$ cat config.mk
export PLATFORM = sky130hd
export DESIGN_NAME = micro_port_handshake
export DESIGN_NICKNAME = d
export VERILOG_FILES = /design/src/micro_port_pkg.sv /design/src/micro_port_handshake.sv
export SDC_FILE = /design/constraint.sdc
export NUM_CORES = 1
export LEC_CHECK = 0
export ABC_AREA = 1
export BUFFER_PORTS_ARGS = -buffer_cell sky130_fd_sc_hd__buf_2
export CORE_ASPECT_RATIO = 0.6
export CORE_MARGIN = 3
export CORE_UTILIZATION = 34
export DETAILED_ROUTE_END_ITERATION = 6
export SYNTH_ARGS = -nofsm -noshare
export SYNTH_HDL_FRONTEND = slang
export SYNTH_SLANG_ARGS = --single-unit
export TNS_END_PERCENT = 50
$ cat constraint.sdc
create_clock -name clk_sys -period 1.44 [get_ports clk_sys]
set_input_delay 0.288 -clock clk_sys [delete_from_list [all_inputs] [get_ports clk_sys]]
set_output_delay 0.288 -clock clk_sys [all_outputs]
set_load 0.01 [all_outputs]
$ cat src/micro_port_pkg.sv
// Constants, types and states shared by the microprocessor access port
package micro_port_pkg;
  // Bus widths
  localparam int ADDR_W = 3;
  localparam int DATA_W = 8;
  // Address that reaches the internal register space; reads of it cost one extra cycle
  localparam logic [ADDR_W-1:0] INTERNAL_ADDR = 3'h0;
  // Edges from the detecting edge N to the answer edge
  localparam int LAT_INTERNAL = 3;
  localparam int LAT_OTHER = 2;
  localparam int LAT_WRITE0 = 2;
  localparam int LAT_WRITE1 = 3;
  localparam int CNT_W = 2;
  // Mode pin levels
  localparam logic MODE_RDWR = 1'b0;
  localparam logic MODE_DSACK = 1'b1;
  // Reset values
  localparam logic MODE_RESET = 1'b0;
  localparam logic [DATA_W-1:0] DATA_RESET = 8'h00;
  localparam logic [ADDR_W-1:0] ADDR_RESET = 3'h0;

  // Host-side pins, sampled on clk_sys
  typedef struct packed {
    logic chip_select_n;
    logic rw_wr_n;
    logic data_strobe_n;
    logic [ADDR_W-1:0] host_addr;
    logic [DATA_W-1:0] host_data;
  } host_pins_t;

  // Request towards the internal register space
  typedef struct packed {
    logic wr_stb;
    logic rd_stb;
    logic [ADDR_W-1:0] addr;
    logic [DATA_W-1:0] wdata;
  } reg_req_t;

  // Port sequencer states
  typedef enum logic [1:0] {
    ST_IDLE = 2'b00,
    ST_BUSY = 2'b01,
    ST_DONE = 2'b10
  } port_state_t;
endpackage : micro_port_pkg

$ cat src/micro_port_handshake.sv
// Synchronous 8-bit microprocessor access port with two handshake styles
`timescale 1ns/1ps
`default_nettype none

// Behaviour
// [RULE1] Mode pin picks handshake style
// [RULE2] Shared strobe: data strobe or read
// [RULE3] All inputs sampled on rising edges
// [RULE4] Accesses only while chip select low
// [RULE5] Mode 0 ready drops combinationally
// [RULE6] Mode 0 read ready: N+3 internal, N+2
// [RULE7] Mode 0 write ready at N+2
// [RULE8] Host may hold read strobes to continue
// [RULE9] Host ends read by raising chip select
// [RULE10] Host may hold write strobes low
// [RULE11] Write ends on sampled chip select high
// [RULE12] Next write may start right after
// [RULE13] Mode 1 write acknowledge at N+3
// [RULE14] Mode 1 read ack: N+3 internal, N+2
// [RULE15] Read ends, acknowledge forced high
// [RULE16] Reset returns port to idle
// [RULE17] Data driven only on selected reads
// [RULE18] Write address and data captured at N
module micro_port_handshake #(
  parameter int ADDR_WIDTH = micro_port_pkg::ADDR_W,
  parameter int DATA_WIDTH = micro_port_pkg::DATA_W
) (
  input wire logic clk_sys,
  input wire logic reset_n,
  input wire logic mode_pin,
  input wire micro_port_pkg::host_pins_t host_in,
  output logic [micro_port_pkg::DATA_W-1:0] host_data_out,
  output logic host_data_oe,
  output logic access_done,
  output logic transfer_ack_n,
  output micro_port_pkg::reg_req_t reg_req,
  input wire logic [micro_port_pkg::DATA_W-1:0] reg_rdata
);
  import micro_port_pkg::*;

  // Widths are fixed by the struct carriers; counts must fit the counter
  initial begin
    if (ADDR_WIDTH != ADDR_W) begin
      $error("micro_port_handshake: address width must match the package");
    end
    if (DATA_WIDTH != DATA_W) begin
      $error("micro_port_handshake: data width must match the package");
    end
    if (LAT_INTERNAL < 1 || LAT_INTERNAL > (1 << CNT_W)) begin
      $error("micro_port_handshake: internal read latency does not fit the counter");
    end
    if (LAT_OTHER < 1 || LAT_OTHER > (1 << CNT_W)) begin
      $error("micro_port_handshake: read latency does not fit the counter");
    end
    if (LAT_WRITE0 < 1 || LAT_WRITE0 > (1 << CNT_W)) begin
      $error("micro_port_handshake: ready write latency does not fit the counter");
    end
    if (LAT_WRITE1 < 1 || LAT_WRITE1 > (1 << CNT_W)) begin
      $error("micro_port_handshake: acknowledge write latency does not fit the counter");
    end
  end

  port_state_t state_q, state_d;
  logic [CNT_W-1:0] cnt_q, cnt_d;
  logic mode_meta_q, mode_q;
  logic is_read_q;
  logic [ADDR_W-1:0] addr_q;
  logic [DATA_W-1:0] wdata_q;
  logic [DATA_W-1:0] rdata_q;
  logic wr_stb_q, rd_stb_q;

  // Mode pin is static but asynchronous, so it is synchronised.
  // Only the second flop is read; a change takes two edges to show,
  // so the host must leave the port idle while the pin moves.
  always_ff @(posedge clk_sys or negedge reset_n) begin
    if (!reset_n) begin
      mode_meta_q <= MODE_RESET;
      mode_q <= MODE_RESET;
    end else begin
      mode_meta_q <= mode_pin;
      mode_q <= mode_meta_q;
    end
  end

  // Host is logic on clk_sys, so its pins are read without a synchroniser.
  // A synchroniser here would add two edges and break the fixed latencies;
  // the host must meet setup and hold to clk_sys instead.
  // Read wins when a read and a write level are both present.
  wire logic selected = !host_in.chip_select_n; // [RULE4]
  wire logic m0_read = !host_in.data_strobe_n && host_in.rw_wr_n; // [RULE2]
  wire logic m0_write = !host_in.rw_wr_n;
  wire logic m1_strobe = !host_in.data_strobe_n; // [RULE2]
  wire logic mode_ack = (mode_q == MODE_DSACK); // [RULE1]
  wire logic strobe_read = mode_ack ? (m1_strobe && host_in.rw_wr_n) : m0_read;
  wire logic strobe_write = mode_ack ? (m1_strobe && !host_in.rw_wr_n) : m0_write;
  wire logic start_read = selected && strobe_read;
  wire logic start_write = selected && strobe_write && !strobe_read;
  wire logic start = (state_q == ST_IDLE) && (start_read || start_write);
  wire logic addr_internal = (host_in.host_addr == INTERNAL_ADDR);

  // Edges to wait after N; internal reads cost one more edge
  wire logic [CNT_W-1:0] lat_read = addr_internal ? CNT_W'(LAT_INTERNAL - 1) : CNT_W'(LAT_OTHER - 1); // [RULE6] [RULE14]
  wire logic [CNT_W-1:0] lat_write = mode_ack ? CNT_W'(LAT_WRITE1 - 1) : CNT_W'(LAT_WRITE0 - 1); // [RULE7] [RULE13]
  wire logic [CNT_W-1:0] lat_load = start_read ? lat_read : lat_write;

  // Sequencer: one access per chip-select assertion.
  // IDLE waits for edge N, BUSY counts down to the answer edge,
  // DONE holds the answer until an edge samples chip select high.
  // Strobes seen while BUSY or DONE are ignored, not queued.
  always_comb begin
    state_d = state_q;
    cnt_d = cnt_q;
    case (state_q)
      ST_IDLE: begin
        if (start) begin // [RULE3]
          state_d = ST_BUSY;
          cnt_d = lat_load;
        end
      end
      ST_BUSY: begin
        if (cnt_q == '0) begin
          state_d = ST_DONE;
        end else begin
          cnt_d = cnt_q - CNT_W'(1);
        end
      end
      ST_DONE: begin
        // Held strobes keep the answer; only chip select high ends it
        if (!selected) begin // [RULE8] [RULE9] [RULE10] [RULE11] [RULE15]
          state_d = ST_IDLE; // [RULE12]
        end
      end
      default: begin
        state_d = ST_IDLE;
      end
    endcase
  end

  // State, counter and access kind
  always_ff @(posedge clk_sys or negedge reset_n) begin
    if (!reset_n) begin
      state_q <= ST_IDLE; // [RULE16]
      cnt_q <= '0;
      is_read_q <= 1'b0;
    end else begin
      state_q <= state_d;
      cnt_q <= cnt_d;
      if (start) begin
        is_read_q <= start_read;
      end
    end
  end

  // Address and write data taken on the detecting edge
  always_ff @(posedge clk_sys or negedge reset_n) begin
    if (!reset_n) begin
      addr_q <= ADDR_RESET;
      wdata_q <= DATA_RESET;
    end else if (start) begin
      addr_q <= host_in.host_addr; // [RULE18]
      wdata_q <= host_in.host_data; // [RULE18]
    end
  end

  // One-cycle strobes towards the register space, the cycle after N.
  // Registered so that the register space sees clean pulses,
  // at the cost of one edge inside the fixed latency.
  always_ff @(posedge clk_sys or negedge reset_n) begin
    if (!reset_n) begin
      wr_stb_q <= 1'b0;
      rd_stb_q <= 1'b0;
    end else begin
      wr_stb_q <= start && start_write;
      rd_stb_q <= start && start_read;
    end
  end

  // Last BUSY cycle: the next edge is the answer edge
  wire logic answer_edge = (state_q == ST_BUSY) && (cnt_q == '0);

  // Read data latched as the answer is given, so it holds while strobes stay.
  // The register space must present its data by then; later changes
  // are not seen until the next access.
  always_ff @(posedge clk_sys or negedge reset_n) begin
    if (!reset_n) begin
      rdata_q <= DATA_RESET;
    end else if (answer_edge && is_read_q) begin
      rdata_q <= reg_rdata;
    end
  end

  // Ready falls at once on strobe and select; no clock edge in the path.
  // It rises again from the DONE state register, or at once without a
  // clock if select or strobe goes away first. Held strobes in DONE keep it high.
  // The unused handshake output rests at its inactive level.
  wire logic done = (state_q == ST_DONE);
  wire logic m0_busy = selected && (m0_read || m0_write) && !done; // [RULE5]
  assign access_done = mode_ack ? 1'b1 : !m0_busy; // [RULE5] [RULE6] [RULE7]
  assign transfer_ack_n = mode_ack ? !done : 1'b1; // [RULE13] [RULE14] [RULE15] [RULE11]

  // Bus drive only for a selected read; the pad resolves the rest.
  // Enable follows select and strobe levels without a clock, so the
  // bus is released as soon as the host raises chip select.
  assign host_data_oe = selected && strobe_read; // [RULE17]
  assign host_data_out = rdata_q;

  // Request towards the register space, all from flops
  assign reg_req.wr_stb = wr_stb_q;
  assign reg_req.rd_stb = rd_stb_q;
  assign reg_req.addr = addr_q;
  assign reg_req.wdata = wdata_q;
endmodule : micro_port_handshake

`default_nettype wire

==> results.json <==
{
  "slew_viol_final": 0,
  "grt_pass1_wl_um": 4110,
  "die_y_um": 53.0,
  "reg2regPathDepth": 5,
  "synth.avg_cell_area_um2": 9.22,
  "drt_first_pass_iters": 4,
  "clk-insertion-delay-late_ns": 0.27,
  "cp.required_ns": 1.15,
  "ir_drop_mv": 0.732,
  "holdWs_ns": 0.0215,
  "outcome": "finished, final reports clean",
  "yosysTopAreaCell": "dfrtp_1",
  "rsz0062_at_grt": "no",
  "placed_area_mm2": 0.00151,
  "yosysWarnings": 0,
  "fin_worst_skew_ns": 0.00584,
  "dp_hpwl_um": 1970,
  "synth_area_leaders": "dfrtp_1 (56%), nand2_1 (12%), o21ai_2 (5.6%)",
  "critPathLaunchType": "flop",
  "ios": 49,
  "drcViolationCount": 0,
  "hold_violations": 0,
  "rows": 16,
  "place_congestion": 0.776,
  "syn_nets": 162,
  "fin_nets": 212,
  "cts_tree": "yes",
  "seq_area_frac_synth": 0.559,
  "power_leakage_nw": 0.901,
  "worst_pin_slew_ns": 0.625,
  "max_cap_viol_count": 0,
  "grt_max_degree": 29,
  "yosysTopAreaCellShare": 0.559,
  "clock_sinks": 28,
  "portBuffers": 48,
  "gr-usage-all-layers": 0.118,
  "clock-root-buffer": "clkbuf_8",
  "final_core_util": 0.466,
  "die_w_um": 84.4,
  "overflow": 0,
  "period_share": 0.960,
  "antenna_found_initial": 0,
  "ys_ff_latch": 28,
  "syn_area_mm2": 0.00125,
  "vias": 1011,
  "tns_ns": 0,
  "initial_core_util": 0.371,
  "total_power_mw": 3.14,
  "clk_transition_reported_paths_ns": 0.09,
  "fin_crit_ns": 1.38,
  "cts_buffers": 3,
  "htree_num_levels": 1,
  "fmax_mhz": 723,
  "wl_per_cell_um": 11.2,
  "grt_pass1_vias": 938,
  "end_kind": "output port",
  "synth_cell_types": 19,
  "syn_to_final_growth_pct": 25.6,
  "critPathMaxFanout": 3,
  "dieArea_mm2": 0.00448,
  "power.density_mw_per_mm2": 2000,
  "clock_path_buffers": 2,
  "drt-total-wl_um": 2570,
  "antenna_cells": 0,
  "coreArea_mm2": 0.00338,
  "ant_nets": 0,
  "hold_class": "input port to async pin",
  "drtIter0Drc": 51,
  "crit_type": "flop to output port",
  "setup_violations": 0,
  "max_slew_margin": 0.583,
  "via_per_inst": 4.40,
  "arrival_ns": 1.09,
  "synth_cells": 136,
  "postCtsHoldBufs": 0,
  "fin_area_mm2": 0.00158,
  "drive_gt1_frac": 0.389
}
==> state kept, by name, indices dropped and copies added (netlist names) <==
signal         cells
host_data_out      8
wdata_q            8
addr_q             3
cnt_q              2
state_q            2
is_read_q          1
mode_ack           1
mode_meta_q        1
rd_stb_q           1
wr_stb_q           1
==> where the power goes <==
group	internal [mW]	total, mW	switching (mW)
registers	1.13	1.33	0.199
logic	0.549	1.34	0.794
clock network	0.245	0.476	0.231
==> layout make-up <==
| class | count | area, um2 |
|---|---|---|
| clock buffers | 4 | 55.1 |
| fillers | 329 | 1810 |
| inverters | 17 | 63.8 |
| multi-input cells | 86 | 443 |
| flip-flops and latches | 28 | 702 |
| well taps | 45 | 56.3 |
| repair buffers | 50 | 255 |
==> timing repair <==
item,4_1_cts,5_1_grt
buffers inserted,0,1
endpoints found under the setup margin,0,2
resized for setup,0,2
==> synthesized netlist by cell type <==
cell	instances
nand2_1	39
dfrtp_1	28
inv_1	16
nand3_1	13
nor2_1	10
o21ai_2	8
buf_6	3
nand2_2	3
o21ai_0	3
a21oi_1	2
buf_4	2
nand2_4	2
ha_1	1
inv_2	1
nand3_4	1
nor2_2	1
o21ai_1	1
o31ai_1	1
or2_1	1
==> per-layer routing <==
layer | GRT usage | share of wire | up-vias
li1 | - | - | 516
met1 | 0.151 | 0.47 | 469
met2 | 0.198 | 0.48 | 26
met3 | 0.0435 | 0.054 | 0
met4 | 0.0158 | 0 | 0
met5 | 0 | 0 | -
==> worst max-delay path, stage by stage, from the launching register on <==
cell	delay [ns]
dfrtp_1	0.39
inv_1	0.11
nor2_2	0.05
nor2_1	0.08
nand2_1	0.05
buf_2	0.13
==> metrics by stage <==
stage	std cells	worst slack (ns)
after CTS	229	0.0113
after global routing	230	0.00296
after detailed placement	225	0.170
after floorplan	136	0.297
after global placement	225	0.225
final	230	0.0572
==> cell families (layout without fill, tap and decap cells) <==
group | count (synthesis) | in the layout | share of synthesized area
flops | 28 | 28 | 0.559
simple gates | 70 | 70 | 0.255
buf+inv | 22 | 71 | 0.0898
compound gates | 15 | 15 | 0.0858
fa+ha+maj | 1 | 1 | 0.00998
==> final timing paths <==
path / from / to / slack (ns)
min in group clk_sys: mode_pin / mode_meta_q / 0.11
hold reg to reg: mode_meta_q / mode_ack / 0.36
setup / recovery: state_q[1] / access_done / 0.06
hold / removal: reset_n / host_data_out[7] / 0.02
max in group asynchronous: reset_n / state_q[0] / 0.98
setup reg to reg: cnt_q[0] / host_data_out[6] / 0.16
==> placed cells by master (no fill, tap or decap), drive strengths merged <==
master and n:
o31ai 1, dfrtp 28, inv 17, buf 50, clkbuf 4, a21oi 2, nand3 14, o21ai 12
ha 1, nor2 11, nand2 44, or2 1
Power figures use the tool's default switching activity.
